File: config.mk
export PLATFORM = sky130hd
export DESIGN_NAME = uioc_ctrl
export DESIGN_NICKNAME = d
export VERILOG_FILES = /design/src/include/uioc_pkg.sv /design/src/hw/uioc_pulse_timer.sv /design/src/hw/uioc_hs_filter.sv /design/src/hw/uioc_ctrl.sv
export SDC_FILE = /design/constraint.sdc
export NUM_CORES = 1
export LEC_CHECK = 0
export BUFFER_PORTS_ARGS = -buffer_cell sky130_fd_sc_hd__buf_2
export CELL_PAD_IN_SITES_DETAIL_PLACEMENT = 0
export CELL_PAD_IN_SITES_GLOBAL_PLACEMENT = 1
export CORE_MARGIN = 2
export CORE_UTILIZATION = 42
export DETAILED_ROUTE_END_ITERATION = 10
export GPL_ROUTABILITY_DRIVEN = 0
export PLACE_DENSITY = 0.85
export SYNTH_ARGS = -nofsm -noshare
export SYNTH_HDL_FRONTEND = slang
export SYNTH_SLANG_ARGS = --single-unit
export TNS_END_PERCENT = 100
File: constraint.sdc
create_clock -name i_clock -period 3.4 [get_ports i_clock]
set_clock_uncertainty 0.15 [all_clocks]
set_input_delay 0.34 -clock i_clock [delete_from_list [all_inputs] [get_ports i_clock]]
set_output_delay 0.34 -clock i_clock [all_outputs]
set_load 0.01 [all_outputs]
File: src/include/uioc_pkg.sv
// uioc_pkg: register map, field layout, timing counts and carrier types
// assumes a 50 MHz device clock and a 32-bit APB register port
package uioc_pkg;
	localparam int ADDR_W = 12;
	localparam logic [ADDR_W-1:0] MODE_OFS = 12'h00C;
	localparam logic [ADDR_W-1:0] IRQ_CFG_OFS = 12'h010;
	localparam logic [ADDR_W-1:0] STATUS_OFS = 12'h014;

	// operating_mode_control fields
	localparam int MODE_PULLUP_BIT = 0;
	localparam int MODE_SUSP_PMODE_BIT = 1;
	localparam int MODE_WAKE_RD_BIT = 2;
	localparam int MODE_GLINT_BIT = 3;
	localparam int MODE_VBUS_BIT = 8;
	localparam int MODE_STORE_W = 4;
	localparam logic [MODE_STORE_W-1:0] MODE_RST = 4'h0;

	// interrupt_output_config fields
	localparam int CFG_W = 8;
	localparam int CFG_POL_BIT = 0;
	localparam int CFG_LVL_BIT = 1;
	localparam int CFG_SEL_LSB = 2;
	localparam int CFG_SEL_W = 6;
	localparam logic [CFG_W-1:0] IRQ_CFG_RST = 8'hFC;

	// status fields
	localparam int STAT_PEND_BIT = 0;
	localparam int STAT_SUSP_BIT = 1;
	localparam int STAT_IRQ_BIT = 2;
	localparam int STAT_SPIN_BIT = 3;

	// timing
	localparam int CLK_KHZ = 50000;
	localparam int IRQ_PULSE_NS = 60;
	localparam int IRQ_PULSE_CYC = (IRQ_PULSE_NS * CLK_KHZ + 999999) / 1000000;
	localparam int SUSP_PULSE_MS = 1;
	localparam int SUSP_PULSE_CYC = SUSP_PULSE_MS * CLK_KHZ;
	localparam int IDLE_MS = 3;
	localparam int IDLE_CYC = IDLE_MS * CLK_KHZ;

	// handshake events from the serial engine
	typedef enum logic [1:0] {
		UIOC_EP_OUT = 2'h0,
		UIOC_EP_IN = 2'h1,
		UIOC_EP_CTL = 2'h2
	} uioc_ep_t;
	typedef enum logic [1:0] {
		UIOC_HS_ACK = 2'h0,
		UIOC_HS_NAK = 2'h1,
		UIOC_HS_NYET = 2'h2
	} uioc_hs_kind_t;
	typedef struct packed {
		logic valid;
		uioc_ep_t ep;
		uioc_hs_kind_t kind;
	} uioc_hs_evt_t;

	localparam int EP_CLASSES = 3;
	localparam logic [1:0] SEL_ALL = 2'h0;
	localparam logic [1:0] SEL_ACK_ONLY = 2'h1;
	localparam int SEL_FIRST_NAK_BIT = 1;
endpackage

File: src/hw/uioc_pulse_timer.sv
// uioc_pulse_timer: one-shot of a fixed number of clock cycles
// assumes start pulses from the same clock domain; starts while active are ignored
`timescale 1ns/100ps
module uioc_pulse_timer #(
	parameter int LEN_CYC = 3
) (
	input wire logic i_clock, // device clock
	input wire logic i_rstn, // async reset, active low
	input wire logic i_start, // start pulse
	output logic o_active // high for LEN_CYC cycles after start
);
	localparam int CNT_W = $clog2(LEN_CYC + 1);
	localparam logic [CNT_W-1:0] LEN = CNT_W'(LEN_CYC);

	generate
		if (LEN_CYC < 1) begin : g_bad_len
			$error("pulse length must be at least one cycle");
		end
	endgenerate

	logic [CNT_W-1:0] cnt_q;
	logic [CNT_W-1:0] cnt_d;
	wire busy_w = (cnt_q != '0);

	assign cnt_d = busy_w ? cnt_q - CNT_W'(1) : (i_start ? LEN : '0);
	assign o_active = busy_w;

	always_ff @(posedge i_clock or negedge i_rstn) begin
		if (!i_rstn) begin
			cnt_q <= '0;
		end else begin
			cnt_q <= cnt_d;
		end
	end
endmodule

File: src/hw/uioc_hs_filter.sv
// uioc_hs_filter: decides which handshakes raise an interrupt event
// assumes one handshake report per cycle at most from the serial engine
`timescale 1ns/100ps
module uioc_hs_filter
	import uioc_pkg::*;
(
	input wire logic i_clock, // device clock
	input wire logic i_rstn, // async reset, active low
	input uioc_hs_evt_t i_evt, // handshake report
	input wire logic i_setup_ack, // setup token acknowledged
	input wire logic [CFG_SEL_W-1:0] i_sel, // out, in, ep0 selection fields
	output logic o_irq // one-cycle interrupt event
);
	logic [EP_CLASSES-1:0] armed_q;
	logic [EP_CLASSES-1:0] pass_w;
	logic irq_q;

	genvar c;
	generate
		for (c = 0; c < EP_CLASSES; c++) begin : g_class
			wire [1:0] sel_w = i_sel[2*c+1:2*c];
			wire mine_w = i_evt.valid && (i_evt.ep == uioc_ep_t'(c));
			wire nak_w = mine_w && (i_evt.kind == UIOC_HS_NAK);
			wire nak_ok_w = sel_w[SEL_FIRST_NAK_BIT] ? armed_q[c] : (sel_w == SEL_ALL);
			assign pass_w[c] = mine_w && ((i_evt.kind == UIOC_HS_ACK) ||
				(i_evt.kind == UIOC_HS_NYET && c == int'(UIOC_EP_OUT)) ||
				(i_evt.kind == UIOC_HS_NAK && nak_ok_w));
			always_ff @(posedge i_clock or negedge i_rstn) begin
				if (!i_rstn) begin
					armed_q[c] <= 1'b0;
				end else if (i_setup_ack) begin
					armed_q[c] <= 1'b1;
				end else if (nak_w) begin
					armed_q[c] <= 1'b0;
				end
			end
			AST_NAK_ONCE: assert property (@(posedge i_clock) disable iff (!i_rstn)
				(nak_w && sel_w[SEL_FIRST_NAK_BIT] && !armed_q[c] && !i_setup_ack) |=> !o_irq)
				else $error("repeated NAK raised an interrupt");
		end
	endgenerate

	always_ff @(posedge i_clock or negedge i_rstn) begin
		if (!i_rstn) begin
			irq_q <= 1'b0;
		end else begin
			irq_q <= |pass_w;
		end
	end
	assign o_irq = irq_q;
endmodule

File: src/hw/uioc_ctrl.sv
// uioc_ctrl: interrupt pin, suspend pin and pull-up control of a USB peripheral
// assumes APB master on i_clock; serial engine and interrupt status logic are outside
//
// Contract
// - global enable lets unmasked interrupts reach pin
// - global enable off keeps pin inactive
// - level mode: enabling with pending asserts pin
// - pulse mode: events before enabling give no pulse
// - wake bit: register read in suspend wakes
// - suspend pin mode 0: high while suspended
// - suspend pin mode 1: 1 ms pulse on wake
// - pull-up connect bit switches D+ pull-up
// - pull-up follows bit regardless of VBUS
// - no pull-up or VBUS: suspend irq after 3 ms
// - ep0 handshake irqs follow bits 7:6
// - IN endpoint handshake irqs follow bits 5:4
// - OUT endpoint handshake irqs follow bits 3:2
// - bit 1 selects level or 60 ns pulse
// - bit 0 selects active low or high
// - bus reset sets selections, keeps mode, polarity
// - selection codes: all, ACK only, first NAK
// - first NAK is first after setup ACK
//
// Local design decision: the APB interface to the registers.
`timescale 1ns/100ps
module uioc_ctrl
	import uioc_pkg::*;
#(
	parameter int SUSP_PULSE_CYCLES = SUSP_PULSE_CYC,
	parameter int IDLE_CYCLES = IDLE_CYC
) (
	input wire logic i_clock, // 50 MHz device clock
	input wire logic i_rstn, // async reset, active low
	input wire logic i_psel, // apb select
	input wire logic i_penable, // apb enable
	input wire logic i_pwrite, // apb direction
	input wire logic [ADDR_W-1:0] i_paddr, // apb byte address
	input wire logic [31:0] i_pwdata, // apb write data
	input wire logic [3:0] i_pstrb, // apb byte strobes
	output logic [31:0] o_prdata, // apb read data
	output logic o_pready, // apb ready
	output logic o_pslverr, // apb error, unmapped address
	input wire logic i_bus_reset, // usb bus reset pulse
	input wire logic i_irq_pending, // unmasked interrupt pending, level
	input wire logic i_irq_event, // new unmasked interrupt event, pulse
	input uioc_hs_evt_t i_hs_evt, // handshake report
	input wire logic i_setup_ack, // setup token acknowledged
	input wire logic i_suspended, // device in suspend state
	input wire logic i_vbus, // vbus present
	input wire logic i_bus_activity, // usb bus activity seen
	output logic o_irq_pin, // interrupt pin
	output logic o_suspend_pin, // suspend indicator pin
	output logic o_pullup_source_pin, // D+ pull-up enable
	output logic o_hs_irq, // handshake interrupt event
	output logic o_suspend_irq, // idle-bus suspend interrupt event
	output logic o_wake_req // clock restart request
);
	localparam int IDLE_W = $clog2(IDLE_CYCLES + 1);
	localparam logic [IDLE_W-1:0] IDLE_LAST = IDLE_W'(IDLE_CYCLES - 1);

	generate
		if (IDLE_CYCLES < 2 || SUSP_PULSE_CYCLES < 1) begin : g_bad_par
			$error("timing parameters too small");
		end
	endgenerate

	logic [MODE_STORE_W-1:0] mode_q, mode_d;
	logic [CFG_W-1:0] cfg_q, cfg_d;
	logic [31:0] prdata_q, prdata_d;
	logic pready_q, pslverr_q, pslverr_d;
	logic irq_pin_q, irq_pin_d;
	logic spin_q, spin_d;
	logic pullup_q, susp_q, wake_q, sirq_q;
	logic [IDLE_W-1:0] idle_q, idle_d;
	logic irq_pulse_w, spin_pulse_w;

	// apb slave: answer in the second access cycle
	wire setup_w = i_psel && !i_penable;
	wire access_w = i_psel && i_penable && pready_q;
	wire wr_w = access_w && i_pwrite;
	wire rd_w = access_w && !i_pwrite;
	wire hit_mode_w = (i_paddr == MODE_OFS);
	wire hit_cfg_w = (i_paddr == IRQ_CFG_OFS);
	wire hit_stat_w = (i_paddr == STATUS_OFS);
	wire hit_w = hit_mode_w || hit_cfg_w || hit_stat_w;
	wire lane0_w = i_pstrb[0];

	wire glint_w = mode_q[MODE_GLINT_BIT];
	wire wake_en_w = mode_q[MODE_WAKE_RD_BIT];
	wire spmode_w = mode_q[MODE_SUSP_PMODE_BIT];
	wire pullup_w = mode_q[MODE_PULLUP_BIT];
	wire pol_w = cfg_q[CFG_POL_BIT];
	wire lvl_w = cfg_q[CFG_LVL_BIT];

	// register writes; bus reset has priority over a write in the same cycle
	always_comb begin
		mode_d = mode_q;
		cfg_d = cfg_q;
		if (wr_w && lane0_w && hit_mode_w) begin
			mode_d = i_pwdata[MODE_STORE_W-1:0];
		end
		if (wr_w && lane0_w && hit_cfg_w) begin
			cfg_d = i_pwdata[CFG_W-1:0];
		end
		if (i_bus_reset) begin
			mode_d = mode_q;
			mode_d[MODE_WAKE_RD_BIT] = 1'b0;
			cfg_d[CFG_LVL_BIT:CFG_POL_BIT] = cfg_q[CFG_LVL_BIT:CFG_POL_BIT];
			cfg_d[CFG_SEL_LSB +: CFG_SEL_W] = '1;
		end
	end

	always_comb begin
		prdata_d = '0;
		if (hit_mode_w) begin
			prdata_d[MODE_STORE_W-1:0] = mode_q;
			prdata_d[MODE_VBUS_BIT] = i_vbus;
		end else if (hit_cfg_w) begin
			prdata_d[CFG_W-1:0] = cfg_q;
		end else if (hit_stat_w) begin
			prdata_d[STAT_PEND_BIT] = i_irq_pending;
			prdata_d[STAT_SUSP_BIT] = susp_q;
			prdata_d[STAT_IRQ_BIT] = (irq_pin_q == pol_w);
			prdata_d[STAT_SPIN_BIT] = spin_q;
		end
	end

	assign pslverr_d = setup_w ? !hit_w : (access_w ? 1'b0 : pslverr_q);

	// interrupt pin
	wire pulse_go_w = glint_w && lvl_w && i_irq_event && !irq_pulse_w;
	wire irq_act_w = lvl_w ? (glint_w && irq_pulse_w) : (glint_w && i_irq_pending);
	assign irq_pin_d = pol_w ? irq_act_w : !irq_act_w;

	uioc_pulse_timer #(
		.LEN_CYC(IRQ_PULSE_CYC)
	) u_irq_pulse (
		.i_clock(i_clock),
		.i_rstn(i_rstn),
		.i_start(pulse_go_w),
		.o_active(irq_pulse_w)
	);

	// suspend pin
	wire wake_edge_w = susp_q && !i_suspended;
	assign spin_d = spmode_w ? spin_pulse_w : susp_q;

	uioc_pulse_timer #(
		.LEN_CYC(SUSP_PULSE_CYCLES)
	) u_spin_pulse (
		.i_clock(i_clock),
		.i_rstn(i_rstn),
		.i_start(wake_edge_w && spmode_w),
		.o_active(spin_pulse_w)
	);

	// length of the running suspend pin pulse, read only by AST_SPIN_LEN
	localparam int SPIN_W = $clog2(SUSP_PULSE_CYCLES + 1);
	logic [SPIN_W-1:0] spin_len_q, spin_len_d;
	assign spin_len_d = spin_pulse_w ? spin_len_q + SPIN_W'(1) : '0;
	always_ff @(posedge i_clock or negedge i_rstn) begin
		if (!i_rstn) begin
			spin_len_q <= '0;
		end else begin
			spin_len_q <= spin_len_d;
		end
	end

	// idle bus timer
	wire idle_cond_w = (!pullup_w || !i_vbus) && !i_bus_activity;
	wire idle_fire_w = idle_cond_w && (idle_q == IDLE_LAST);
	assign idle_d = !idle_cond_w ? '0 : ((idle_q == IDLE_W'(IDLE_CYCLES)) ? idle_q : idle_q + IDLE_W'(1));

	uioc_hs_filter u_hs_filter (
		.i_clock(i_clock),
		.i_rstn(i_rstn),
		.i_evt(i_hs_evt),
		.i_setup_ack(i_setup_ack),
		.i_sel(cfg_q[CFG_SEL_LSB +: CFG_SEL_W]),
		.o_irq(o_hs_irq)
	);

	always_ff @(posedge i_clock or negedge i_rstn) begin
		if (!i_rstn) begin
			mode_q <= MODE_RST;
			cfg_q <= IRQ_CFG_RST;
		end else begin
			mode_q <= mode_d;
			cfg_q <= cfg_d;
		end
	end

	always_ff @(posedge i_clock or negedge i_rstn) begin
		if (!i_rstn) begin
			prdata_q <= '0;
			pready_q <= 1'b0;
			pslverr_q <= 1'b0;
		end else begin
			prdata_q <= setup_w ? prdata_d : prdata_q;
			pready_q <= i_psel && i_penable && !pready_q;
			pslverr_q <= pslverr_d;
		end
	end

	always_ff @(posedge i_clock or negedge i_rstn) begin
		if (!i_rstn) begin
			irq_pin_q <= 1'b1;
			spin_q <= 1'b0;
			pullup_q <= 1'b0;
			susp_q <= 1'b0;
			wake_q <= 1'b0;
			sirq_q <= 1'b0;
			idle_q <= '0;
		end else begin
			irq_pin_q <= irq_pin_d;
			spin_q <= spin_d;
			pullup_q <= pullup_w;
			susp_q <= i_suspended;
			wake_q <= rd_w && hit_w && wake_en_w && susp_q;
			sirq_q <= idle_fire_w;
			idle_q <= idle_d;
		end
	end

	assign o_prdata = prdata_q;
	assign o_pready = pready_q;
	assign o_pslverr = pslverr_q;
	assign o_irq_pin = irq_pin_q;
	assign o_suspend_pin = spin_q;
	assign o_pullup_source_pin = pullup_q;
	assign o_suspend_irq = sirq_q;
	assign o_wake_req = wake_q;

	AST_LVL_NOW: assert property (@(posedge i_clock) disable iff (!i_rstn)
		(!lvl_w && glint_w && i_irq_pending) |=> (o_irq_pin == $past(pol_w)))
		else $error("level interrupt not asserted");
	AST_GATE_OFF: assert property (@(posedge i_clock) disable iff (!i_rstn)
		!glint_w |=> (o_irq_pin != $past(pol_w)))
		else $error("interrupt pin active while globally disabled");
	AST_PULSE_LEN: assert property (@(posedge i_clock) disable iff (!i_rstn)
		$rose(irq_pulse_w) |-> irq_pulse_w[*3] ##1 !irq_pulse_w)
		else $error("interrupt pulse not three cycles");
	AST_OLD_EVT: assert property (@(posedge i_clock) disable iff (!i_rstn)
		(lvl_w && !glint_w && !irq_pulse_w) |=> !irq_pulse_w)
		else $error("pulse from event before global enable");
	AST_SUSP_LVL: assert property (@(posedge i_clock) disable iff (!i_rstn)
		(!spmode_w && $past(!spmode_w)) |=> (o_suspend_pin == $past(i_suspended, 2)))
		else $error("suspend pin does not follow suspend state");
	AST_PULLUP: assert property (@(posedge i_clock) disable iff (!i_rstn)
		$rose(pullup_w) |=> o_pullup_source_pin ##1 (o_pullup_source_pin || !$past(pullup_w)))
		else $error("pull-up not connected");
	AST_BUS_RESET: assert property (@(posedge i_clock) disable iff (!i_rstn)
		i_bus_reset |=> (cfg_q[CFG_SEL_LSB +: CFG_SEL_W] == '1) &&
		(cfg_q[CFG_LVL_BIT:CFG_POL_BIT] == $past(cfg_q[CFG_LVL_BIT:CFG_POL_BIT])))
		else $error("bus reset did not restore selections");
	AST_WAKE: assert property (@(posedge i_clock) disable iff (!i_rstn)
		(rd_w && hit_w && wake_en_w && susp_q) |=> o_wake_req)
		else $error("register read did not wake");
	AST_IDLE: assert property (@(posedge i_clock) disable iff (!i_rstn)
		o_suspend_irq |-> ($past(idle_q) == IDLE_LAST) && $past(idle_cond_w))
		else $error("suspend interrupt without full idle time");
	AST_LVL_OFF: assert property (@(posedge i_clock) disable iff (!i_rstn)
		(!lvl_w && !i_irq_pending) |=> (o_irq_pin != $past(pol_w)))
		else $error("level interrupt held without pending source");
	AST_PULSE_GO: assert property (@(posedge i_clock) disable iff (!i_rstn)
		(lvl_w && glint_w && i_irq_event && !irq_pulse_w) |=> irq_pulse_w ##1
		((o_irq_pin == $past(pol_w)) || !$past(glint_w)))
		else $error("interrupt event gave no pulse");
	AST_POL_HIGH: assert property (@(posedge i_clock) disable iff (!i_rstn)
		(!lvl_w && glint_w && i_irq_pending && pol_w) |=> o_irq_pin)
		else $error("active high interrupt pin not high");
	AST_POL_LOW: assert property (@(posedge i_clock) disable iff (!i_rstn)
		(!lvl_w && glint_w && i_irq_pending && !pol_w) |=> !o_irq_pin)
		else $error("active low interrupt pin not low");
	AST_CFG_WRITE: assert property (@(posedge i_clock) disable iff (!i_rstn)
		(wr_w && lane0_w && hit_cfg_w && !i_bus_reset) |=> (cfg_q == $past(i_pwdata[CFG_W-1:0])))
		else $error("configuration write lost");
	AST_CFG_KEEP: assert property (@(posedge i_clock) disable iff (!i_rstn)
		(!i_bus_reset && !(wr_w && lane0_w && hit_cfg_w)) |=> $stable(cfg_q))
		else $error("configuration changed without write or bus reset");
	AST_MODE_KEEP: assert property (@(posedge i_clock) disable iff (!i_rstn)
		(!i_bus_reset && !(wr_w && lane0_w && hit_mode_w)) |=> $stable(mode_q))
		else $error("mode changed without write or bus reset");
	AST_WAKE_ONLY: assert property (@(posedge i_clock) disable iff (!i_rstn)
		o_wake_req |-> ($past(wake_en_w) && $past(susp_q)))
		else $error("wake request without enabled suspended read");
	AST_SPIN_QUIET: assert property (@(posedge i_clock) disable iff (!i_rstn)
		(spmode_w && !spin_pulse_w) |=> !o_suspend_pin)
		else $error("suspend pin high outside wake pulse");
	AST_SPIN_START: assert property (@(posedge i_clock) disable iff (!i_rstn)
		(spmode_w && susp_q && !i_suspended && !spin_pulse_w) |=> spin_pulse_w ##1
		(o_suspend_pin || !$past(spmode_w)))
		else $error("wake from suspend gave no pulse");
	AST_SPIN_LEN: assert property (@(posedge i_clock) disable iff (!i_rstn)
		$fell(spin_pulse_w) |-> (spin_len_q == SPIN_W'(SUSP_PULSE_CYCLES)))
		else $error("suspend pin pulse has wrong length");
	AST_PULLUP_OFF: assert property (@(posedge i_clock) disable iff (!i_rstn)
		!pullup_w |=> !o_pullup_source_pin)
		else $error("pull-up still connected");
	AST_PULLUP_ON: assert property (@(posedge i_clock) disable iff (!i_rstn)
		(pullup_w && !i_vbus) |=> o_pullup_source_pin)
		else $error("pull-up dropped without bus power");
	AST_NO_IDLE: assert property (@(posedge i_clock) disable iff (!i_rstn)
		(pullup_w && i_vbus) |=> !o_suspend_irq)
		else $error("suspend interrupt while connected and powered");
	AST_IDLE_QUIET: assert property (@(posedge i_clock) disable iff (!i_rstn)
		i_bus_activity |=> !o_suspend_irq)
		else $error("suspend interrupt during bus activity");
endmodule

==> results.toml <==
[status]
status = "complete, no violations"

[floorplan]
die_h_um = 98.0
io_pins = 105
core_area_um2 = 8640
die_area_um2 = 9600
die_w_um = 98.0
row_count = 34
start_util = 0.429

[timing]
setup_viol = 0
hold_viol = 0
drv_slew = 0
final.min_clock_period_ns = 2.26
relSlewSlack = 0.357
period_share = 0.666
hold_slack_ns = 0.0389
worst_slew_pin_slew_ns = 0.957
rsz0062_at_grt = "false"
fmax_mhz = 442
fin_tns_setup_ns = 0

[critical_path]
worstPathArrival_ns = 2.39
r2r-end = "cfg_q[2]"
cp_slowest_cell = "nor4_2"
required_ns = 3.52
worst-path-buf-inv = 0
r2r-start = "o_pready"
reg2reg_depth = 4
crit_family = "simple AND/OR/NAND/NOR gates"
crit_chain = "nand3_1, nor4_2, a21boi_0, a311o_1"
rrSetupSlack_ns = 1.14
critPathKind = "register to register"
worstSetupStartpointType = "register"
worstPathMaxFanout = 12
end_kind = "register"
max_stage_delay_ns = 0.85

[cells_and_area]
area_growth_pct = 13.8
antenna_cells = 0
nNetsFinal = 505
fin_area_um2 = 4220
postLayoutCoreUtil = 0.489
drive_gt1_frac = 0.229

[pwr]
power_uw = 2280
p_leak_uw = 0.00187
max-vdd-ir-drop_mv = 0.207
power_density_nw_per_um2 = 540

[cts]
cts_buffers = 9
clock_path_buffers = 2
numClockSinks = 69
clk_pin_slew_worst_paths_ns = 0.08
post_cts_buffers = 0
clock-root-buffer = "clkbuf_8"
cts_tree = "done"
clk_latency_ns = 0.34
htreeDepth = 3

[grt]
grt_max_degree = 70
grt_antenna_before_repair = 0
grt_pass1_vias = 2808
grt_usage = 0.168
grt_pass1_wl_mm = 13.1
overflow = 0

[yosys]
syn_area_um2 = 3710
synthArstFlopShare = 1.00
yosys.cell_count.top_type = "dfrtp_1"
ys.flop_type = "dfrtp_1"
syn_inst = 382
yosys.area.top_type = "dfrtp_1"
synth_top_area_share = 0.418
yosys-top-cells-count = "dfrtp_1 (62), nor2_1 (37), nand2_1 (36)"
synth_cell_type_count = 57
synth_area_leaders = "dfrtp_1 (42%), dfstp_2 (5.0%), buf_4 (4.7%)"
syn-mean-instance-area_um2 = 9.71
synth_edf_count = 0
ys_seq_elements = 69
synth_warnings = 0
yosysSeqAreaShare = 0.468

[drt]
drt_iter0_markers = 125
route.detailed.drc = 0
vias = 2917
dr.pass1.iters = 4
ant_nets = 0
routed_via_density = 5.31
wire_per_inst_um = 14.4
wl_mm = 7.93

[placed_design]
dp_hpwl_mm = 5.56
dpl-instance-area_um2 = 3970
portBuffers = 54

[hold_path]
hold_path_class = "input port to asynchronous set/reset pin"

[flow_run]
max-cap-violations = 0
[worst register-to-register path, stage by stage, from the launching register on]
cell and delay, ns:
dfrtp_1 0.40, nand3_1 0.22, nor4_2 0.85, a21boi_0 0.23
a311o_1 0.35
[routing by layer]
layer,part of all wire,track usage,vias to the layer above,wire length [µm]
li1,-,-,1421,-
met1,0.46,0.210,1407,3630
met2,0.47,0.282,83,3750
met3,0.057,0.0408,6,453
met4,0.012,0.0641,0,98
met5,0,0,-,0
[logic make-up (layout without fill, tap and decap cells)]
| kind of cell | after synthesis | in the layout | synth area share |
|---|---|---|---|
| compound gates | 75 | 75 | 0.133 |
| xor+xnor | 25 | 25 | 0.0590 |
| fa+ha+maj | 4 | 4 | 0.0135 |
| buf+inv | 50 | 87 | 0.0789 |
| flops | 69 | 69 | 0.468 |
| mux | 5 | 5 | 0.0152 |
| other cells | 1 | 23 | 0.00101 |
| simple gates | 153 | 153 | 0.231 |
[power by group]
part / internal (µW) / switching [µW] / total (µW)
combinational: 180 / 252 / 432
sequential: 924 / 115 / 1040
clock: 488 / 319 / 806
total: 1590 / 686 / 2280
[registers in the layout (all words and copies together) (netlist names)]
name / count
o_irq_pin: 1
o_pready: 1
idle_q: 18
susp_q: 1
mode_q: 4
o_wake_req: 1
o_suspend_irq: 1
u_spin_pulse.cnt_q: 16
o_pslverr: 1
o_prdata: 9
o_suspend_pin: 1
cfg_q: 8
u_irq_pulse.cnt_q: 2
u_hs_filter.o_irq: 1
u_hs_filter.armed_q: 3
o_pullup_source_pin: 1
[stage by stage]
stage | instances | setup slack (ns)
after floorplan | 404 | 1.49
after detailed placement | 532 | 1.06
final | 549 | 1.14
after global placement | 532 | 1.13
after global routing | 549 | 0.978
after CTS | 549 | 1.17
[timing repair]
action	CTS	global route
hold endpoints to repair	1	0
gates resized for setup	0	0
hold buffers	1	0
endpoints found under the setup margin	0	0
[how the worst max path moves through the flow]
stage / depth (start not counted) / end / from / slack, ns
6_report: 4 / cfg_q[2] / o_pready / 1.14
5_1_grt: 4 / cfg_q[6] / o_pready / 0.98
3_3_place_gp: 5 / cfg_q[4] / i_paddr[3] / 1.13
3_5_place_dp: 5 / cfg_q[5] / i_paddr[3] / 1.06
4_1_cts: 4 / cfg_q[5] / o_pready / 1.17
2_1_floorplan: 5 / idle_q[1] / idle_q[13] / 1.49
[cell usage in the layout (no fill, tap or decap), drive strengths merged, types with 7 or more instances in the layout]
master,instances
nand4,12
dfstp,7
nand3,8
nor4,12
xnor2,11
nand2b,7
nor3,13
nand2,36
conb,23
nor2,37
clkbuf,10
o21ai,19
xor2,14
a21oi,19
buf,56
inv,14
dfrtp,62
[layout make-up]
class,instances,area (µm²)
clock buffers,10,128
clock inverters,6,111
fillers,829,4420
inverters,14,52.6
multi-input cells,285,1760
flip-flops and latches,69,1740
well taps,108,135
repair buffers,57,295
Note: power is estimated with default switching activity, not from simulation.
